`src/hdl/ccsc_regs.vh`:
```
// ccsc_regs.vh: register offsets, field positions and timing for the crate controller
// assumes an included-once header; every user includes it by bare name
`ifndef CCSC_REGS_VH
`define CCSC_REGS_VH

// ----------------------------------------------------------------
// register offsets (host i/o space, 4 address bits)
// ----------------------------------------------------------------
`define CCSC_OFS_WDATA_LOW   4'h0
`define CCSC_OFS_WDATA_MID   4'h1
`define CCSC_OFS_WDATA_HIGH  4'h2
`define CCSC_OFS_STATION     4'h3
`define CCSC_OFS_SUBADDR     4'h4
`define CCSC_OFS_FUNCTION    4'h5
`define CCSC_OFS_RDATA_LOW   4'h6
`define CCSC_OFS_RDATA_MID   4'h7
`define CCSC_OFS_RDATA_HIGH  4'h8
`define CCSC_OFS_STATUS      4'h9
`define CCSC_OFS_ZCI_CMD     4'ha
`define CCSC_OFS_LAM         4'hb
`define CCSC_OFS_BLK_COUNT   4'hc
`define CCSC_OFS_BLK_START   4'hd
`define CCSC_OFS_BLK_STATUS  4'he

// ----------------------------------------------------------------
// field positions
// ----------------------------------------------------------------
`define CCSC_ST_Q            0
`define CCSC_ST_X            1
`define CCSC_ST_BLK_BUSY     2
`define CCSC_ST_BLK_DONE     3
`define CCSC_ST_LAM          4
`define CCSC_ST_INHIBIT      5
`define CCSC_ZCI_Z           0
`define CCSC_ZCI_C           1
`define CCSC_ZCI_I           2

// ----------------------------------------------------------------
// reset values
// ----------------------------------------------------------------
`define CCSC_RST_BYTE        8'h00
`define CCSC_RST_BLK_COUNT   8'h01

// ----------------------------------------------------------------
// timing
// ----------------------------------------------------------------
`define CCSC_CLK_NS          10
`define CCSC_STEP_NS         100
`define CCSC_NORM_NS         1000
`define CCSC_COMP_NS         800

`endif

```
`src/hdl/ccsc_norm_seq.v`:
```
// ccsc_norm_seq: normal dataway cycle sequencer, ten steps of 100 ns
// assumes start is a one-cycle pulse from logic on mclk, given only while idle
`timescale 1ns/100ps
`include "ccsc_regs.vh"

module ccsc_norm_seq #(
  parameter STEP_CYC = 10,
  parameter N_STEPS  = 10
) (
  // clock and reset
  input  wire mclk,
  input  wire reset,
  // control
  input  wire start,
  input  wire wr_fn,
  // dataway timing
  output reg  busy_ff,
  output reg  s1_ff,
  output reg  s2_ff,
  output reg  naf_oe_ff,
  output reg  wd_oe_ff,
  output reg  latch_ff,
  output reg  done_ff
);

  localparam ST_IDLE = 2'b01;
  localparam ST_RUN  = 2'b10;

  reg [1:0] state_ff;
  reg [1:0] nxt_state;
  reg [7:0] pre_ff;
  reg [7:0] nxt_pre;
  reg [3:0] step_ff;
  reg [3:0] nxt_step;
  reg       wr_ff;
  wire      run;
  wire      step_end;

  function in_rng;
    input [3:0] s;
    input [3:0] lo;
    input [3:0] hi;
    begin
      in_rng = (s >= lo) && (s <= hi);
    end
  endfunction

  assign run      = state_ff[1];
  assign step_end = (pre_ff == STEP_CYC[7:0] - 8'h01);

  // ----------------------------------------------------------------
  // step counter, advances once per 100 ns
  // ----------------------------------------------------------------
  always @* begin
    nxt_state = state_ff;
    nxt_pre   = pre_ff;
    nxt_step  = step_ff;
    case (state_ff)
      ST_IDLE: begin
        nxt_pre  = 8'h00;
        nxt_step = 4'h0;
        if (start) begin
          nxt_state = ST_RUN;
        end
      end
      ST_RUN: begin
        nxt_pre = step_end ? 8'h00 : pre_ff + 8'h01;
        if (step_end) begin
          nxt_step = step_ff + 4'h1;
          if (step_ff == N_STEPS[3:0] - 4'h1) begin
            nxt_state = ST_IDLE;
          end
        end
      end
      default: begin
        nxt_state = ST_IDLE;
      end
    endcase
  end

  always @(posedge mclk or posedge reset) begin
    if (reset) begin
      state_ff  <= ST_IDLE;
      pre_ff    <= 8'h00;
      step_ff   <= 4'h0;
      wr_ff     <= 1'b0;
      busy_ff   <= 1'b0;
      s1_ff     <= 1'b0;
      s2_ff     <= 1'b0;
      naf_oe_ff <= 1'b0;
      wd_oe_ff  <= 1'b0;
      latch_ff  <= 1'b0;
      done_ff   <= 1'b0;
    end else begin
      state_ff  <= nxt_state;
      pre_ff    <= nxt_pre;
      step_ff   <= nxt_step;
      if (start) begin
        wr_ff <= wr_fn;
      end
      // dataway signals from the current step
      busy_ff   <= run && in_rng(step_ff, 4'h0, 4'h8);
      naf_oe_ff <= run && in_rng(step_ff, 4'h0, 4'h8);
      wd_oe_ff  <= run && wr_ff && in_rng(step_ff, 4'h0, 4'h8);
      s1_ff     <= run && in_rng(step_ff, 4'h2, 4'h3);
      s2_ff     <= run && in_rng(step_ff, 4'h6, 4'h7);
      latch_ff  <= run && step_end && (step_ff == 4'h3);
      done_ff   <= run && step_end && (step_ff == N_STEPS[3:0] - 4'h1);
    end
  end

endmodule

```
`src/hdl/ccsc_comp_seq.v`:
```
// ccsc_comp_seq: compressed dataway cycle sequencer, eight steps of 100 ns
// assumes start is a one-cycle pulse from logic on mclk, given only while idle
`timescale 1ns/100ps
`include "ccsc_regs.vh"

module ccsc_comp_seq #(
  parameter STEP_CYC = 10,
  parameter N_STEPS  = 8
) (
  // clock and reset
  input  wire       mclk,
  input  wire       reset,
  // control
  input  wire       start,
  input  wire [1:0] zc_sel,
  // dataway timing
  output reg        busy_ff,
  output reg        s2_ff,
  output reg        z_ff,
  output reg        c_ff,
  output reg        done_ff
);

  localparam ST_IDLE = 2'b01;
  localparam ST_RUN  = 2'b10;

  reg [1:0] state_ff;
  reg [7:0] pre_ff;
  reg [3:0] step_ff;
  reg [1:0] sel_ff;
  wire      run;
  wire      step_end;
  wire      zc_win;

  assign run      = state_ff[1];
  assign step_end = (pre_ff == STEP_CYC[7:0] - 8'h01);
  assign zc_win   = run && (step_ff >= 4'h1) && (step_ff <= 4'h6);

  // ----------------------------------------------------------------
  // sequencer and dataway outputs
  // ----------------------------------------------------------------
  always @(posedge mclk or posedge reset) begin
    if (reset) begin
      state_ff <= ST_IDLE;
      pre_ff   <= 8'h00;
      step_ff  <= 4'h0;
      sel_ff   <= 2'b00;
      busy_ff  <= 1'b0;
      s2_ff    <= 1'b0;
      z_ff     <= 1'b0;
      c_ff     <= 1'b0;
      done_ff  <= 1'b0;
    end else begin
      done_ff <= 1'b0;
      case (state_ff)
        ST_IDLE: begin
          pre_ff  <= 8'h00;
          step_ff <= 4'h0;
          if (start) begin
            sel_ff   <= zc_sel;
            state_ff <= ST_RUN;
          end
        end
        ST_RUN: begin
          pre_ff <= step_end ? 8'h00 : pre_ff + 8'h01;
          if (step_end) begin
            step_ff <= step_ff + 4'h1;
            if (step_ff == N_STEPS[3:0] - 4'h1) begin
              state_ff <= ST_IDLE;
              done_ff  <= 1'b1;
            end
          end
        end
        default: begin
          state_ff <= ST_IDLE;
        end
      endcase
      busy_ff <= run && (step_ff <= 4'h6);
      s2_ff   <= run && (step_ff >= 4'h3) && (step_ff <= 4'h4);
      z_ff    <= zc_win && sel_ff[0];
      c_ff    <= zc_win && sel_ff[1];
    end
  end

endmodule

```
`src/hdl/ccsc_top.v`:
```
// ccsc_top: single-cycle crate controller, host i/o byte bus to crate dataway
// assumes host strobes and all dataway inputs are asynchronous to mclk
// Operation
// sixteen 8-bit registers in host i/o space on the 8-bit data bus; the code maps fifteen, offset f is unused.
// all sequencers are timed from a 10 MHz step derived from mclk.
// normal cycle lasts 1 us, driving S1, S2, busy and bus enables.
// normal sequencer advances one step every 100 ns.
// host read of status register starts a normal cycle.
// peripheral ready stretches the triggering read for the 1 us cycle.
// status of the finished cycle is latched and returned in that read.
// host writes 24-bit write data in three bytes, low byte first.
// host loads station, sub-address and function in three writes.
// read data is captured in three bytes and read back afterwards.
// no-data functions run without touching data registers.
// writing the zero/clear/inhibit register starts a compressed cycle.
// peripheral ready stretches that write for the 800 ns cycle.
// compressed cycle drives busy, S2 and either Z or C; the code drives Z and C together when both bits are set.
// highest priority LAM number goes to the LAM register; host interrupted.
// block channel also requests normal cycles without host i/o.
// block command from software or hardware trigger; data moves by DMA.
// front-panel trigger or dummy read starts the block channel.
// ready released only once the cycle ends and status is valid.
`timescale 1ns/100ps
`include "ccsc_regs.vh"

module ccsc_top #(
  parameter N_LAM = 24
) (
  // clock and reset
  input  wire              mclk,
  input  wire              reset,
  // host i/o bus
  input  wire [3:0]        host_addr,
  input  wire              host_ior_n,
  input  wire              host_iow_n,
  input  wire [7:0]        host_din,
  output reg  [7:0]        host_dout_ff,
  output reg               host_doe_ff,
  output reg               periph_rdy_ff,
  output reg               host_irq_ff,
  output reg               dma_req_ff,
  input  wire              dma_ack,
  input  wire              ext_trig,
  // dataway
  output reg  [7:0]        dw_station_ff,
  output reg  [7:0]        dw_subaddr_ff,
  output reg  [7:0]        dw_function_ff,
  output reg               dw_naf_oe_ff,
  output reg  [23:0]       dw_wdata_ff,
  output reg               dw_wdata_oe_ff,
  output reg               dw_busy_ff,
  output reg               dw_s1_ff,
  output reg               dw_s2_ff,
  output reg               dw_z_ff,
  output reg               dw_c_ff,
  output reg               dw_inhibit_ff,
  input  wire [23:0]       dw_rdata,
  input  wire              dw_q,
  input  wire              dw_x,
  input  wire [N_LAM-1:0]  dw_lam
);

  localparam STEP_CYC = (`CCSC_STEP_NS + `CCSC_CLK_NS - 1) / `CCSC_CLK_NS;
  localparam N_NORM   = `CCSC_NORM_NS / `CCSC_STEP_NS;
  localparam N_COMP   = `CCSC_COMP_NS / `CCSC_STEP_NS;
  localparam SW       = 1 + 4 + 1 + 1 + 8 + 1 + 24 + 1 + 1 + N_LAM;

  localparam B_IDLE = 4'b0001;
  localparam B_CYC  = 4'b0010;
  localparam B_DMA  = 4'b0100;
  localparam B_WAIT = 4'b1000;

  // ----------------------------------------------------------------
  // input synchronisers
  // ----------------------------------------------------------------
  reg  [SW-1:0] sync1_ff;
  reg  [SW-1:0] sync2_ff;
  reg           ior_d_ff;
  reg           iow_d_ff;
  reg           trig_d_ff;
  reg           ack_d_ff;
  wire [3:0]    a_s;
  wire          ior_s;
  wire          iow_s;
  wire [7:0]    din_s;
  wire          trig_s;
  wire [23:0]   rd_s;
  wire          q_s;
  wire          x_s;
  wire [N_LAM-1:0] lam_s;
  wire          ack_s;

  assign {a_s, ior_s, iow_s, din_s, trig_s, rd_s, q_s, x_s, lam_s} = sync2_ff[SW-2:0];
  assign ack_s = sync2_ff[SW-1];

  wire rd_fall = ior_d_ff && !ior_s;
  wire wr_fall = iow_d_ff && !iow_s;

  // ----------------------------------------------------------------
  // registers
  // ----------------------------------------------------------------
  reg [7:0]  wd_low_ff, wd_mid_ff, wd_high_ff;
  reg [7:0]  station_ff, subaddr_ff, function_ff;
  reg [7:0]  rd_low_ff, rd_mid_ff, rd_high_ff;
  reg        q_ff, x_ff, inhibit_ff, blk_done_ff;
  reg [7:0]  lam_num_ff;
  reg [7:0]  blk_count_ff, blk_left_ff;
  reg [3:0]  bstate_ff;
  reg [1:0]  byte_ff;
  reg        host_pend_ff, host_cyc_ff, comp_pend_ff;
  reg        norm_start_ff, comp_start_ff;
  reg [1:0]  zc_ff;

  wire n_busy, n_s1, n_s2, n_naf, n_wd, n_latch, n_done;
  wire c_busy, c_s2, c_z, c_c, c_done;
  reg  n_active_ff;

  // functions reading or writing data need the dataway data bus
  function is_read;
    input [7:0] f;
    begin
      is_read = (f[4:3] == 2'b00);
    end
  endfunction

  function is_write;
    input [7:0] f;
    begin
      is_write = (f[4:3] == 2'b10);
    end
  endfunction

  // lowest lam line wins; 0 means none pending
  function [7:0] lam_pri;
    input [N_LAM-1:0] v;
    integer i;
    begin
      lam_pri = 8'h00;
      for (i = N_LAM - 1; i >= 0; i = i - 1) begin
        if (v[i]) begin
          lam_pri = i[7:0] + 8'h01;
        end
      end
    end
  endfunction

  wire [7:0] status_v = {2'b00, inhibit_ff, |lam_s, blk_done_ff,
                         !bstate_ff[0], x_ff, q_ff};

  function [7:0] rd_mux;
    input [3:0] a;
    begin
      case (a)
        `CCSC_OFS_RDATA_LOW:  rd_mux = rd_low_ff;
        `CCSC_OFS_RDATA_MID:  rd_mux = rd_mid_ff;
        `CCSC_OFS_RDATA_HIGH: rd_mux = rd_high_ff;
        `CCSC_OFS_STATUS:     rd_mux = status_v;
        `CCSC_OFS_LAM:        rd_mux = lam_num_ff;
        `CCSC_OFS_BLK_COUNT:  rd_mux = blk_count_ff;
        `CCSC_OFS_BLK_STATUS: rd_mux = status_v;
        default:              rd_mux = 8'h00;
      endcase
    end
  endfunction

  wire blk_trig = (rd_fall && a_s == `CCSC_OFS_BLK_START) || (!trig_d_ff && trig_s);
  wire seq_free = !n_active_ff && !norm_start_ff;
  wire blk_go   = bstate_ff[1] && seq_free && !host_pend_ff && !n_done;
  wire blk_data = is_read(function_ff) || is_write(function_ff);

  // ----------------------------------------------------------------
  // sequencers
  // ----------------------------------------------------------------
  ccsc_norm_seq #(
    .STEP_CYC (STEP_CYC),
    .N_STEPS  (N_NORM)
  ) u_norm (
    .mclk      (mclk),
    .reset     (reset),
    .start     (norm_start_ff),
    .wr_fn     (is_write(function_ff)),
    .busy_ff   (n_busy),
    .s1_ff     (n_s1),
    .s2_ff     (n_s2),
    .naf_oe_ff (n_naf),
    .wd_oe_ff  (n_wd),
    .latch_ff  (n_latch),
    .done_ff   (n_done)
  );

  ccsc_comp_seq #(
    .STEP_CYC (STEP_CYC),
    .N_STEPS  (N_COMP)
  ) u_comp (
    .mclk    (mclk),
    .reset   (reset),
    .start   (comp_start_ff),
    .zc_sel  (zc_ff),
    .busy_ff (c_busy),
    .s2_ff   (c_s2),
    .z_ff    (c_z),
    .c_ff    (c_c),
    .done_ff (c_done)
  );

  // ----------------------------------------------------------------
  // main clocked logic
  // ----------------------------------------------------------------
  always @(posedge mclk or posedge reset) begin
    if (reset) begin
      sync1_ff       <= {SW{1'b0}};
      sync2_ff       <= {SW{1'b0}};
      // start low: synchroniser zeros after reset must not look like a strobe fall
      ior_d_ff       <= 1'b0;
      iow_d_ff       <= 1'b0;
      trig_d_ff      <= 1'b0;
      ack_d_ff       <= 1'b0;
      wd_low_ff      <= `CCSC_RST_BYTE;
      wd_mid_ff      <= `CCSC_RST_BYTE;
      wd_high_ff     <= `CCSC_RST_BYTE;
      station_ff     <= `CCSC_RST_BYTE;
      subaddr_ff     <= `CCSC_RST_BYTE;
      function_ff    <= `CCSC_RST_BYTE;
      rd_low_ff      <= `CCSC_RST_BYTE;
      rd_mid_ff      <= `CCSC_RST_BYTE;
      rd_high_ff     <= `CCSC_RST_BYTE;
      q_ff           <= 1'b0;
      x_ff           <= 1'b0;
      inhibit_ff     <= 1'b0;
      blk_done_ff    <= 1'b0;
      lam_num_ff     <= `CCSC_RST_BYTE;
      blk_count_ff   <= `CCSC_RST_BLK_COUNT;
      blk_left_ff    <= `CCSC_RST_BYTE;
      bstate_ff      <= B_IDLE;
      byte_ff        <= 2'b00;
      host_pend_ff   <= 1'b0;
      host_cyc_ff    <= 1'b0;
      comp_pend_ff   <= 1'b0;
      norm_start_ff  <= 1'b0;
      comp_start_ff  <= 1'b0;
      zc_ff          <= 2'b00;
      n_active_ff    <= 1'b0;
      host_dout_ff   <= 8'h00;
      host_doe_ff    <= 1'b0;
      periph_rdy_ff  <= 1'b0;
      host_irq_ff    <= 1'b0;
      dma_req_ff     <= 1'b0;
      dw_station_ff  <= 8'h00;
      dw_subaddr_ff  <= 8'h00;
      dw_function_ff <= 8'h00;
      dw_naf_oe_ff   <= 1'b0;
      dw_wdata_ff    <= 24'h000000;
      dw_wdata_oe_ff <= 1'b0;
      dw_busy_ff     <= 1'b0;
      dw_s1_ff       <= 1'b0;
      dw_s2_ff       <= 1'b0;
      dw_z_ff        <= 1'b0;
      dw_c_ff        <= 1'b0;
      dw_inhibit_ff  <= 1'b0;
    end else begin
      sync1_ff      <= {dma_ack, host_addr, host_ior_n, host_iow_n, host_din, ext_trig,
                        dw_rdata, dw_q, dw_x, dw_lam};
      sync2_ff      <= sync1_ff;
      ior_d_ff      <= ior_s;
      iow_d_ff      <= iow_s;
      trig_d_ff     <= trig_s;
      ack_d_ff      <= ack_s;
      norm_start_ff <= 1'b0;
      comp_start_ff <= 1'b0;

      // host register writes
      if (wr_fall) begin
        case (a_s)
          `CCSC_OFS_WDATA_LOW:  wd_low_ff    <= din_s;
          `CCSC_OFS_WDATA_MID:  wd_mid_ff    <= din_s;
          `CCSC_OFS_WDATA_HIGH: wd_high_ff   <= din_s;
          `CCSC_OFS_STATION:    station_ff   <= din_s;
          `CCSC_OFS_SUBADDR:    subaddr_ff   <= din_s;
          `CCSC_OFS_FUNCTION:   function_ff  <= din_s;
          `CCSC_OFS_BLK_COUNT:  blk_count_ff <= din_s;
          `CCSC_OFS_ZCI_CMD: begin
            inhibit_ff    <= din_s[`CCSC_ZCI_I];
            zc_ff         <= {din_s[`CCSC_ZCI_C], din_s[`CCSC_ZCI_Z]};
            comp_pend_ff  <= 1'b1;
            periph_rdy_ff <= 1'b1;
          end
          default: begin
          end
        endcase
      end

      // host register reads; status read waits for its cycle
      if (rd_fall && !bstate_ff[2]) begin
        host_doe_ff <= 1'b1;
        if (a_s == `CCSC_OFS_STATUS) begin
          host_pend_ff  <= 1'b1;
          periph_rdy_ff <= 1'b1;
        end else begin
          host_dout_ff <= rd_mux(a_s);
        end
      end else if (ior_s && !bstate_ff[2]) begin
        host_doe_ff <= 1'b0;
      end

      // compressed cycle: start, then release the stretched write
      if (comp_pend_ff && seq_free && !c_busy && !host_pend_ff) begin
        comp_pend_ff  <= 1'b0;
        comp_start_ff <= 1'b1;
      end
      if (c_done) begin
        periph_rdy_ff <= 1'b0;
      end

      // normal cycle arbitration, host first
      if (n_done) begin
        n_active_ff <= 1'b0;
      end
      if (seq_free && !comp_pend_ff && !comp_start_ff && host_pend_ff) begin
        host_pend_ff  <= 1'b0;
        host_cyc_ff   <= 1'b1;
        norm_start_ff <= 1'b1;
        n_active_ff   <= 1'b1;
      end else if (blk_go && !comp_pend_ff && !comp_start_ff) begin
        norm_start_ff <= 1'b1;
        n_active_ff   <= 1'b1;
      end

      // latch dataway answer at the strobe
      if (n_latch) begin
        q_ff <= q_s;
        x_ff <= x_s;
        if (is_read(function_ff)) begin
          {rd_high_ff, rd_mid_ff, rd_low_ff} <= rd_s;
        end
      end
      if (n_done && host_cyc_ff) begin
        host_cyc_ff   <= 1'b0;
        host_dout_ff  <= status_v;
        periph_rdy_ff <= 1'b0;
      end

      // block channel
      case (bstate_ff)
        B_IDLE: begin
          if (blk_trig) begin
            blk_done_ff <= 1'b0;
            blk_left_ff <= blk_count_ff;
            bstate_ff   <= B_CYC;
          end
        end
        B_CYC: begin
          if (n_done && !host_cyc_ff) begin
            byte_ff   <= 2'b00;
            bstate_ff <= blk_data ? B_DMA : B_WAIT;
          end
        end
        B_DMA: begin
          dma_req_ff <= !ack_s;
          if (ack_s && !ack_d_ff) begin
            host_doe_ff  <= is_read(function_ff);
            host_dout_ff <= (byte_ff == 2'b00) ? rd_low_ff :
                            (byte_ff == 2'b01) ? rd_mid_ff : rd_high_ff;
          end
          if (ack_s && wr_fall) begin
            case (byte_ff)
              2'b00:   wd_low_ff  <= din_s;
              2'b01:   wd_mid_ff  <= din_s;
              default: wd_high_ff <= din_s;
            endcase
          end
          if (!ack_s && ack_d_ff) begin
            host_doe_ff <= 1'b0;
            byte_ff     <= byte_ff + 2'b01;
            if (byte_ff == 2'b10) begin
              dma_req_ff <= 1'b0;
              bstate_ff  <= B_WAIT;
            end
          end
        end
        B_WAIT: begin
          if (blk_left_ff <= 8'h01) begin
            blk_done_ff <= 1'b1;
            bstate_ff   <= B_IDLE;
          end else begin
            blk_left_ff <= blk_left_ff - 8'h01;
            bstate_ff   <= B_CYC;
          end
        end
        default: begin
          bstate_ff <= B_IDLE;
        end
      endcase

      // lam priority and interrupt
      lam_num_ff  <= lam_pri(lam_s);
      host_irq_ff <= |lam_s || blk_done_ff;

      // dataway outputs
      dw_station_ff  <= station_ff;
      dw_subaddr_ff  <= subaddr_ff;
      dw_function_ff <= function_ff;
      dw_wdata_ff    <= {wd_high_ff, wd_mid_ff, wd_low_ff};
      dw_naf_oe_ff   <= n_naf;
      dw_wdata_oe_ff <= n_wd && is_write(function_ff);
      dw_busy_ff     <= n_busy || c_busy;
      dw_s1_ff       <= n_s1;
      dw_s2_ff       <= n_s2 || c_s2;
      dw_z_ff        <= c_z;
      dw_c_ff        <= c_c;
      dw_inhibit_ff  <= inhibit_ff;
    end
  end

endmodule

```
`config.mk`:
```
export PLATFORM = sky130hd
export DESIGN_NAME = ccsc_top
export DESIGN_NICKNAME = d
export VERILOG_FILES = /design/src/hdl/ccsc_norm_seq.v /design/src/hdl/ccsc_comp_seq.v /design/src/hdl/ccsc_top.v
export VERILOG_INCLUDE_DIRS = /design/src /design/src/hdl
export SDC_FILE = /design/constraint.sdc
export NUM_CORES = 1
export LEC_CHECK = 0
export BUFFER_PORTS_ARGS = -buffer_cell sky130_fd_sc_hd__buf_2
export CAP_MARGIN = 20
export CORE_ASPECT_RATIO = 0.75
export CORE_MARGIN = 1.5
export CORE_UTILIZATION = 55
export DETAILED_ROUTE_END_ITERATION = 12
export PLACE_DENSITY = 0.75
export SKIP_CTS_REPAIR_TIMING = 1
export SYNTH_ARGS = -nofsm -noshare
export SYNTH_HDL_FRONTEND = slang
export SYNTH_SLANG_ARGS = --single-unit
```
`constraint.sdc`:
```
create_clock -name mclk -period 27.2 [get_ports mclk]
set_input_delay 6.8 -clock mclk [delete_from_list [all_inputs] [get_ports mclk]]
set_output_delay 6.8 -clock mclk [all_outputs]
set_load 0.1 [all_outputs]
```
==> impl_metrics.sql, run 1 <==
INSERT INTO impl_metrics (metric_group, metric, value, unit) VALUES
('run_status', 'run_status', 'finished with violations', ''),
('run_status', 'violations_in_the_final_reports', 'DRC', ''),
('clock_network', 'insertion_delay', '0.51', 'ns'),
('worst_setup_path', 'worstSetupEndpointType', 'output pin', ''),
('synthesis', 'synthesis.nets', '1035', ''),
('power', 'p_leak', '7.03', 'nW'),
('routing', 'via_count', '7827', ''),
('power', 'power.density_cell_area', '97.8', 'mW/mm2'),
('global_route', 'maximum_number_of_pins_on_one_net_before_global_route_repair', '144', ''),
('power', 'part_of_the_power_in_the_clock_network', '31.4', '%'),
('routing', 'average_via_count_per_standard_cell', '5.52', ''),
('final_layout', 'share_of_layout_cells_above_drive_strength_1', '26.7', '%'),
('synthesis', 'synth.yosys.warnings', '0', ''),
('placed_design', 'dpl_worst_slack', '18.48', 'ns'),
('worst_setup_path', 'worst_path_dominant_cell_family', 'buffers and inverters', ''),
('worst_setup_path', 'cp_max_stage_delay', '0.45', 'ns'),
('placed_design', 'dp_hpwl', '16.4', 'mm'),
('synthesis', 'post_synth_most_frequent_cells', '353 x dfrtp_1, 88 x mux2_2, 68 x o21ai_0, 54 x nor2_1, 49 x nand2_1', ''),
('die', 'floorplan_row_count', '48', ''),
('worst_setup_path', 'worstPathBufferInverterCount', '1', ''),
('placed_design', 'numPortBuffers', '135', ''),
('synthesis', 'synth.cell_area', '0.0129', 'mm2'),
('power', 'logic_pwr_share', '23.9', '%'),
('routing', 'totalWireLength', '24.8', 'mm'),
('die', 'core-area', '0.0231', 'mm2'),
('synthesis', 'synth.area.top_cells', 'dfrtp_1 68%, mux2_2 7.7%, o21ai_0 2.6%', ''),
('power', 'netSwitchingFraction', '35.1', '%'),
('final_layout', 'reg_top3', 'sync1_ff: 66 flops, sync2_ff: 66 flops, dw_wdata_ff: 24 flops', ''),
('worst_setup_path', 'cp_max_fo', '2', ''),
('sta', 'slew_headroom', '38.7', '%'),
('clock_network', 'clk_pin_slew_worst_paths', '0.06', 'ns'),
('routing', 'post_detailed_route_drc_marker_count', '8', ''),
('clock_network', 'cts_tree', 'done', ''),
('power', 'netSwitchingPower', '0.515', 'mW'),
('die', 'io_pins', '136', ''),
('clock_network', 'clk_path_buf_depth', '3', ''),
('synthesis', 'synthDominantCellAreaShare', '68.3', '%'),
('synthesis', 'ys_types', '65', ''),
('final_layout', 'multiInputGateArea', '0.00372', 'mm2'),
('clock_network', 'htree_num_levels', '2', ''),
('final_layout', 'area.growth.synth_to_final', '16.2', '%'),
('synthesis', 'ys_async_sr_fraction', '100', '%'),
('worst_setup_path', 'highest_delay_cell_along_the_critical_path', 'buf_2', ''),
('placed_design', 'final_weighted_congestion_in_routability_driven_placement', '0.861', ''),
('die', 'initial_utilization', '56.0', '%'),
('synthesis', 'post-synth-top-area-cell', 'dfrtp_1', ''),
('sta', 'min_period', '8.14', 'ns'),
('sta', 'setup_tns', '0', 'ns'),
('die', 'fp.dieH', '136', 'um'),
('sta', 'hold_violations', '0', ''),
('final_layout', 'design.final.nets', '1183', ''),
('routing', 'drt_iter0_drc', '670', ''),
('global_route', 'grt_pass1_vias', '7708', ''),
('final_layout', 'fillCellCount', '1688', ''),
('worst_setup_path', 'timing.critical_path.cells', 'buf_2', ''),
('hold_path', 'hp-class', 'register to register', ''),
('sta', 'worst_clock_skew', '0.0166', 'ns'),
('global_route', 'grt.total_usage', '21.1', '%'),
('worst_setup_path', 'cp_data_required_time', '20.40', 'ns'),
('flow_run', 'maxCapViolCount', '0', ''),
('routing', 'ant_nets', '0', ''),
('power', 'irDropWorstVdd', '0.0000603', 'V'),
('synthesis', 'synth-seq-area-share', '69.2', '%'),
('clock_network', 'clkSinkCount', '357', ''),
('final_layout', 'final_core_util', '65.1', '%'),
('synthesis', 'synth_enable_flop_cells', '0', ''),
('synthesis', 'syn_inst', '947', ''),
('worst_setup_path', 'crit_path_start_kind', 'register', ''),
('global_route', 'grt_antenna_before_repair', '0', ''),
('sta', 'timing.final.max_slew_violations', '0', ''),
('sta', 'tightestPinTransition', '0.919', 'ns');
[power groups by stage]
stage | logic, mW | registers [mW] | clock network, mW
3_5_place_dp | 0.349 | 0.665 | 0
5_1_grt | 0.370 | 0.665 | 0.496
2_1_floorplan | 0.113 | 0.828 | 0
6_report | 0.351 | 0.656 | 0.462
4_1_cts | 0.351 | 0.657 | 0.472
3_3_place_gp | 0.343 | 0.662 | 0
[path summary, 6_finish.rpt]
| check | from | to | slack (ns) | depth (start not counted) |
|---|---|---|---|---|
| hold / removal | sync1_ff[15] | sync2_ff[15] | 0.34 | 0 |
| setup reg to reg | sync2_ff[61] | host_dout_ff[4] | 24.47 | 5 |
| min in group asynchronous | reset | sync1_ff[49] | 6.48 | 2 |
| max in group asynchronous | reset | host_dout_ff[0] | 19.22 | 3 |
| setup / recovery | host_dout_ff[6] | host_dout_ff[6] | 19.06 | 1 |
| hold reg to reg | sync1_ff[15] | sync2_ff[15] | 0.34 | 0 |
[kinds of logic (layout without fill, tap and decap cells)]
family	count (synthesis)	count (layout)	share of synthesized area [%]
mux	99	99	8.52
buf+inv	68	239	2.12
fa+ha+maj	20	20	1.94
compound gates	169	169	8.46
simple gates	224	224	9.13
xor+xnor	10	10	0.678
flops	357	357	69.2
[layout make-up]
cell class	instances	share of cell area [%]
clock inverter	9	0.725
inverter	40	1.05
sequential	357	59.5
timing repair buffer	140	4.88
tap	300	2.50
clock buffer	50	6.60
multi-input combinational	522	24.7
[placed cells by master (no fill, tap or decap), drive strengths merged, types with 5 or more instances in the layout]
master  netlist  routed
a31oi         6       6
nor2b        14      14
nand2b        9       9
a32oi         6       6
nor2         57      57
nor3b         7       7
a21o          5       5
ha           20      20
or4           8       8
dfrtp       353     353
o31ai         7       7
o21ai        68      68
xnor2         8       8
nand3        17      17
nor4          7       7
nor4b         5       5
clkbuf       23      50
nand2        49      49
mux2         88      88
nor3         15      15
and3          7       7
a21oi        23      23
buf           5     140
inv          40      43
a32o          5       5
a22oi        15      15
mux2i        11      11
or2           5       5
nand4         9       9
[metrics by stage]
stage / hold WS [ns] / power, mW / std cells / instance area, um2
floorplan: 0.331 / 0.940 / 947 / 12900
global placement: 0.332 / 1.01 / 1358 / 13900
detailed placement: 0.335 / 1.01 / 1358 / 13900
CTS: 0.341 / 1.48 / 1417 / 15000
global route: 0.353 / 1.53 / 1418 / 15000
finish: 0.343 / 1.47 / 1418 / 15000
[metal layers]
| layer | share of wire, % | GRT usage, % | vias to the layer above |
|---|---|---|---|
| met5 | 0 | 0 | - |
| met3 | 6.3 | 4.38 | 39 |
| met4 | 1.8 | 5.37 | 0 |
| met2 | 45 | 32.1 | 272 |
| met1 | 47 | 31.5 | 3891 |
| li1 | - | - | 3625 |
Power figures use the tool's default switching activity.
==> run 2, diff against run 1 <==
- CORE_UTILIZATION: 55 -> 52
- clock period: 27.2 -> 6.7 ns (I/O delays scaled with it)
==> impl_metrics.sql, run 2 (same netlist as run 1, synthesis figures left out) <==
INSERT INTO impl_metrics (metric_group, metric, value, unit) VALUES
('worst_setup_path', 'cp_max_stage_delay', '0.45', 'ns'),
('global_route', 'grt.total_usage', '20.1', '%'),
('routing', 'post_detailed_route_drc_marker_count', '0', ''),
('die', 'fp.dieH', '140', 'um'),
('clock_network', 'clk_path_buf_depth', '3', ''),
('routing', 'totalWireLength', '25.0', 'mm'),
('sta', 'final_min_period_over_clock_period', '45.4', '%'),
('sta', 'rsz0062_at_grt', 'false', ''),
('flow_run', 'maxCapViolCount', '0', ''),
('routing', 'ant_nets', '0', ''),
('sta', 'final_critical_path_setup_slack', '3.66', 'ns'),
('worst_setup_path', 'cp_max_fo', '2', ''),
('sta', 'slew_headroom', '39.4', '%'),
('final_layout', 'area.growth.synth_to_final', '17.0', '%'),
('final_layout', 'final_core_util', '62.5', '%'),
('clock_network', 'clk_pin_slew_worst_paths', '0.06', 'ns'),
('sta', 'setup_tns', '0', 'ns'),
('placed_design', 'final_weighted_congestion_in_routability_driven_placement', '0.858', ''),
('clock_network', 'clock-root-buffer', 'clkbuf_16', ''),
('clock_network', 'htree_num_levels', '2', ''),
('worst_setup_path', 'cp_data_arrival_time', '1.36', 'ns'),
('global_route', 'grt-ovfl-total', '0', ''),
('worst_setup_path', 'timing.critical_path.cells', 'buf_2', ''),
('sta', 'worst_clock_skew', '0.0208', 'ns'),
('power', 'power.density_cell_area', '401', 'mW/mm2'),
('placed_design', 'dpl_worst_slack', '3.48', 'ns'),
('clock_network', 'numCtsBuffers', '35', ''),
('global_route', 'grt_pass1_wl', '40.3', 'mm'),
('clock_network', 'cts_tree', 'done', ''),
('global_route', 'grt_pass1_vias', '7565', ''),
('routing', 'drt_iter0_drc', '531', ''),
('global_route', 'maximum_number_of_pins_on_one_net_before_global_route_repair', '164', ''),
('placed_design', 'dp_hpwl', '16.4', 'mm'),
('hold_path', 'hp-class', 'register to register', ''),
('clock_network', 'insertion_delay', '0.52', 'ns'),
('worst_setup_path', 'setup.worst_path.class', 'register to output pin', ''),
('final_layout', 'design.final.nets', '1183', ''),
('power', 'p_leak', '7.05', 'nW'),
('placed_design', 'numPortBuffers', '135', ''),
('clock_network', 'clkSinkCount', '357', ''),
('final_layout', 'reg_top3', 'sync1_ff: 66 flops, sync2_ff: 66 flops, dw_wdata_ff: 24 flops', ''),
('die', 'fp.dieArea', '0.0258', 'mm2'),
('worst_setup_path', 'crit_path_start_kind', 'register', ''),
('worst_setup_path', 'worstSetupEndpointType', 'output pin', ''),
('sta', 'worst_hold_slack', '0.341', 'ns'),
('final_layout', 'share_of_layout_cells_above_drive_strength_1', '27.0', '%'),
('worst_setup_path', 'worstPathBufferInverterCount', '1', ''),
('sta', 'setup_viol', '0', ''),
('sta', 'hold_violations', '0', ''),
('die', 'die_w', '185', 'um'),
('worst_setup_path', 'cp_data_required_time', '5.03', 'ns'),
('run_status', 'run_status', 'completed', ''),
('final_layout', 'n_antenna_cell', '0', ''),
('power', 'irDropWorstVdd', '0.000293', 'V'),
('routing', 'drt-pass1-iter-count', '5', ''),
('sta', 'timing.final.max_slew_violations', '0', ''),
('die', 'io_pins', '136', ''),
('die', 'core-area', '0.0242', 'mm2'),
('routing', 'via_count', '7812', ''),
('worst_setup_path', 'worst_path_dominant_cell_family', 'buffers and inverters', ''),
('die', 'floorplan_row_count', '49', ''),
('routing', 'post_drt_wl_per_cell', '17.2', 'um'),
('sta', 'tightestPinTransition', '0.907', 'ns'),
('sta', 'min_period', '3.04', 'ns'),
('global_route', 'grt_antenna_before_repair', '0', ''),
('final_layout', 'commonest_cells_after_routing_fill_and_taps_aside', '353 x dfrtp_1, 135 x buf_2, 88 x mux2_2', ''),
('sta', 'max_clock_freq', '329', 'MHz'),
('final_layout', 'layout.cells.most_common', 'dfrtp_1', ''),
('routing', 'average_via_count_per_standard_cell', '5.38', ''),
('worst_setup_path', 'highest_delay_cell_along_the_critical_path', 'buf_2', ''),
('die', 'initial_utilization', '53.4', '%');
==> run 2: area by class of cell <==
cell class	instances	area (um2)
fillers	1826	9090
flip-flops and latches	357	8940
multi-input cells	522	3720
clock buffers	49	1010
repair buffers	139	731
well taps	331	414
clock inverters	13	161
inverters	40	154
==> run 2: routing by layer <==
metal  global-route usage, %  up-vias  routed length, um
met5                       0        -                  0
met4                    6.29        0                529
met3                    4.48       46               1690
met2                    29.1      269              10900
met1                    30.2     3868              11900
li1                        -     3629                  -
==> run 2: stage by stage <==
stage	power [mW]	cell area, um2	cells
5_1_grt	6.33	15100	1451
3_3_place_gp	4.09	14000	1389
6_report	6.06	15100	1451
3_5_place_dp	4.12	14000	1389
2_1_floorplan	3.82	12900	947
4_1_cts	6.11	15100	1451
==> run 2: path summary, 6_finish.rpt <==
path	start	end	slack [ns]	cells after the start
worst max-delay path	host_dout_ff[7]	host_dout_ff[7]	3.66	1
worst min-delay path	sync1_ff[48]	sync2_ff[48]	0.34	0
worst max register to register	sync2_ff[61]	host_dout_ff[4]	3.95	5
worst min register to register	sync1_ff[48]	sync2_ff[48]	0.34	0
max in group asynchronous	reset	sync2_ff[19]	4.08	4
min in group asynchronous	reset	function_ff[0]	1.38	3
==> run 2: power by group <==
| part | internal, mW | switching [mW] |
|---|---|---|
| Combinational | 0.306 | 1.11 |
| Clock | 1.17 | 0.793 |
| Sequential | 2.46 | 0.213 |
| Total | 3.94 | 2.12 |
==> run 3, diff against run 2 <==
- ABC_AREA: default -> 1
- CORE_UTILIZATION: 52 -> 55
- clock period: 6.7 -> 2.8 ns (I/O delays scaled with it)
==> impl_metrics.sql, run 3 <==
INSERT INTO impl_metrics (metric_group, metric, value, unit) VALUES
('die', 'fp.dieH', '135', 'um'),
('worst_setup_path', 'crit_path_start_kind', 'register', ''),
('clock_network', 'insertion_delay', '0.52', 'ns'),
('clock_network', 'htree_num_levels', '2', ''),
('synthesis', 'synth.area.top_cells', 'dfrtp_1 69%, nand2_1 4.5%, inv_1 3.6%', ''),
('synthesis', 'synth.yosys.warnings', '0', ''),
('synthesis', 'synth-seq-area-share', '70.0', '%'),
('synthesis', 'synthFlopType', 'dfrtp_1', ''),
('synthesis', 'synth.avg_cell_area', '11.6', 'um2'),
('synthesis', 'flops_latches_synth', '357', ''),
('placed_design', 'numPortBuffers', '135', ''),
('worst_setup_path', 'reg2reg_depth', '7', ''),
('global_route', 'maximum_number_of_pins_on_one_net_before_global_route_repair', '67', ''),
('routing', 'totalWireLength', '26.0', 'mm'),
('placed_design', 'final_weighted_congestion_in_routability_driven_placement', '0.950', ''),
('sta', 'min_period', '2.07', 'ns'),
('synthesis', 'ys_async_sr_fraction', '100', '%'),
('power', 'netSwitchingFraction', '36.1', '%'),
('final_layout', 'share_of_layout_cells_above_drive_strength_1', '20.5', '%'),
('hold_path', 'hp-class', 'input port to asynchronous set/reset pin', ''),
('synthesis', 'most_frequently_used_cell_type_in_the_post_synthesis_netlist', 'dfrtp_1', ''),
('final_layout', 'commonest_cells_after_routing_fill_and_taps_aside', '353 x dfrtp_1, 153 x nand2_1, 135 x buf_2', ''),
('final_layout', 'design.final.nets', '1357', ''),
('sta', 'worst_hold_slack', '0.203', 'ns'),
('global_route', 'grt_antenna_before_repair', '0', ''),
('die', 'initial_utilization', '55.8', '%'),
('global_route', 'grt_pass1_wl', '42.3', 'mm'),
('power', 'power_report.internal_total', '9.61', 'mW'),
('sta', 'worst_clock_skew', '0.0313', 'ns'),
('sta', 'max_clock_freq', '482', 'MHz'),
('synthesis', 'synth_enable_flop_cells', '0', ''),
('routing', 'average_via_count_per_standard_cell', '5.20', ''),
('sta', 'slew_headroom', '60.8', '%'),
('die', 'io_pins', '136', ''),
('power', 'p_leak', '7.36', 'nW'),
('sta', 'rsz0062_at_grt', 'false', ''),
('final_layout', 'final_core_util', '66.1', '%'),
('die', 'core-area', '0.0229', 'mm2'),
('synthesis', 'syn_inst', '1099', ''),
('clock_network', 'clkSinkCount', '357', ''),
('global_route', 'grt_pass1_vias', '8207', ''),
('synthesis', 'ys_types', '55', ''),
('worst_setup_path', 'cp_max_stage_delay', '0.47', 'ns'),
('final_layout', 'n_antenna_cell', '0', ''),
('placed_design', 'dp_hpwl', '18.0', 'mm'),
('final_layout', 'reg_top3', 'sync1_ff: 66 flops, sync2_ff: 66 flops, dw_wdata_ff: 24 flops', ''),
('worst_setup_path', 'cp_data_arrival_time', '1.37', 'ns'),
('worst_setup_path', 'worstSetupEndpointType', 'output pin', ''),
('clock_network', 'clk_pin_slew_worst_paths', '0.07', 'ns'),
('flow_run', 'maxCapViolCount', '0', ''),
('run_status', 'run_status', 'completed', ''),
('power', 'logic_pwr_share', '25.8', '%'),
('routing', 'drt_iter0_drc', '601', ''),
('power', 'power.density_cell_area', '995', 'mW/mm2'),
('worst_setup_path', 'timing.critical_path.cells', 'buf_2', ''),
('die', 'fp.dieArea', '0.0242', 'mm2'),
('synthesis', 'post-synth-top-area-cell', 'dfrtp_1', ''),
('global_route', 'grt.total_usage', '22.6', '%'),
('sta', 'tightestPinTransition', '0.586', 'ns'),
('sta', 'setup_viol', '0', ''),
('routing', 'post_drt_wl_per_cell', '16.3', 'um'),
('power', 'irDropWorstVdd', '0.000730', 'V'),
('synthesis', 'post_synth_most_frequent_cells', '353 x dfrtp_1, 153 x nand2_1, 123 x inv_1, 111 x nor2_1, 72 x o21ai_0', ''),
('sta', 'final_min_period_over_clock_period', '74.1', '%'),
('worst_setup_path', 'worst_path_dominant_cell_family', 'buffers and inverters', ''),
('clock_network', 'cts_tree', 'done', ''),
('synthesis', 'synthesis.nets', '1187', ''),
('sta', 'timing.final.max_slew_violations', '0', ''),
('die', 'floorplan_row_count', '48', ''),
('clock_network', 'numCtsBuffers', '34', ''),
('routing', 'ant_nets', '0', ''),
('worst_setup_path', 'cp_max_fo', '2', ''),
('routing', 'drt-pass1-iter-count', '5', ''),
('final_layout', 'layout.cells.most_common', 'dfrtp_1', ''),
('routing', 'post_detailed_route_drc_marker_count', '0', ''),
('synthesis', 'synth.cell_area', '0.0128', 'mm2'),
('power', 'netSwitchingPower', '5.43', 'mW'),
('sta', 'hold_violations', '0', ''),
('final_layout', 'area.growth.synth_to_final', '18.4', '%'),
('worst_setup_path', 'worst-path-stages', '1', ''),
('worst_setup_path', 'worstPathBufferInverterCount', '1', ''),
('global_route', 'grt-ovfl-total', '0', ''),
('die', 'die_w', '179', 'um'),
('clock_network', 'clk_path_buf_depth', '3', ''),
('worst_setup_path', 'setup.worst_path.class', 'register to output pin', ''),
('synthesis', 'synthDominantCellAreaShare', '69.2', '%'),
('power', 'report.power.total', '15.0', 'mW'),
('worst_setup_path', 'cp_data_required_time', '2.10', 'ns'),
('routing', 'via_count', '8278', ''),
('power', 'part_of_the_power_in_the_clock_network', '32.1', '%'),
('power', 'sequentialPowerShare', '42.1', '%'),
('worst_setup_path', 'highest_delay_cell_along_the_critical_path', 'buf_2', ''),
('clock_network', 'clock-root-buffer', 'clkbuf_16', '');
run 3: logic make-up (layout without fill, tap and decap cells):
group	count (synthesis)	in the layout	synth area share, %
flops	357	357	70.0
xor+xnor	7	7	0.480
buf+inv	151	344	4.71
simple gates	343	343	12.0
mux	16	16	1.41
fa+ha+maj	20	20	1.96
compound gates	205	205	9.45
run 3: metal layers:
| layer | GRT usage (%) | up-vias | share of wire, % |
|---|---|---|---|
| met2 | 34.2 | 264 | 44 |
| li1 | - | 3941 | - |
| met5 | 0 | - | 0 |
| met4 | 6.16 | 0 | 1.8 |
| met3 | 4.50 | 44 | 6.3 |
| met1 | 33.6 | 4029 | 48 |
run 3: worst paths after layout:
check                             startpoint          endpoint  slack [ns]
max in group asynchronous              reset     subaddr_ff[0]        1.77
worst min-delay path                   reset  dw_station_ff[5]        0.20
worst max-delay path             host_doe_ff       host_doe_ff        0.73
min in group mclk                 host_iow_n      sync1_ff[59]        0.29
worst max register to register    byte_ff[0]     wd_high_ff[3]        0.77
worst min register to register  sync1_ff[62]      sync2_ff[62]        0.33
run 3: cell type report:
cell class,instances,area (um2)
Sequential cell,357,8940
Fill cell,1697,7760
Multi-Input combinational cell,591,3230
Clock buffer,47,991
Timing Repair Buffer,149,868
Inverter,136,519
Tap cell,300,375
Clock inverter,12,199
run 3: power by group through the flow:
stage | clock network, mW | logic (mW) | registers (mW)
finish | 4.82 | 3.88 | 6.34
global route | 5.14 | 4.17 | 6.42
CTS | 4.91 | 3.88 | 6.34
detailed placement | 0 | 3.87 | 6.41
global placement | 0 | 3.81 | 6.39
floorplan | 0 | 1.28 | 8.16
run 3: metrics by stage:
step	worst slack, ns	TNS, ns	cells	cell area (um2)
after floorplan	-2.68	-951.92	1099	12800
after global placement	0.855	0	1533	13900
after detailed placement	0.792	0	1533	13900
after CTS	0.715	0	1592	15100
after global routing	0.579	0	1592	15100
final	0.726	0	1592	15100
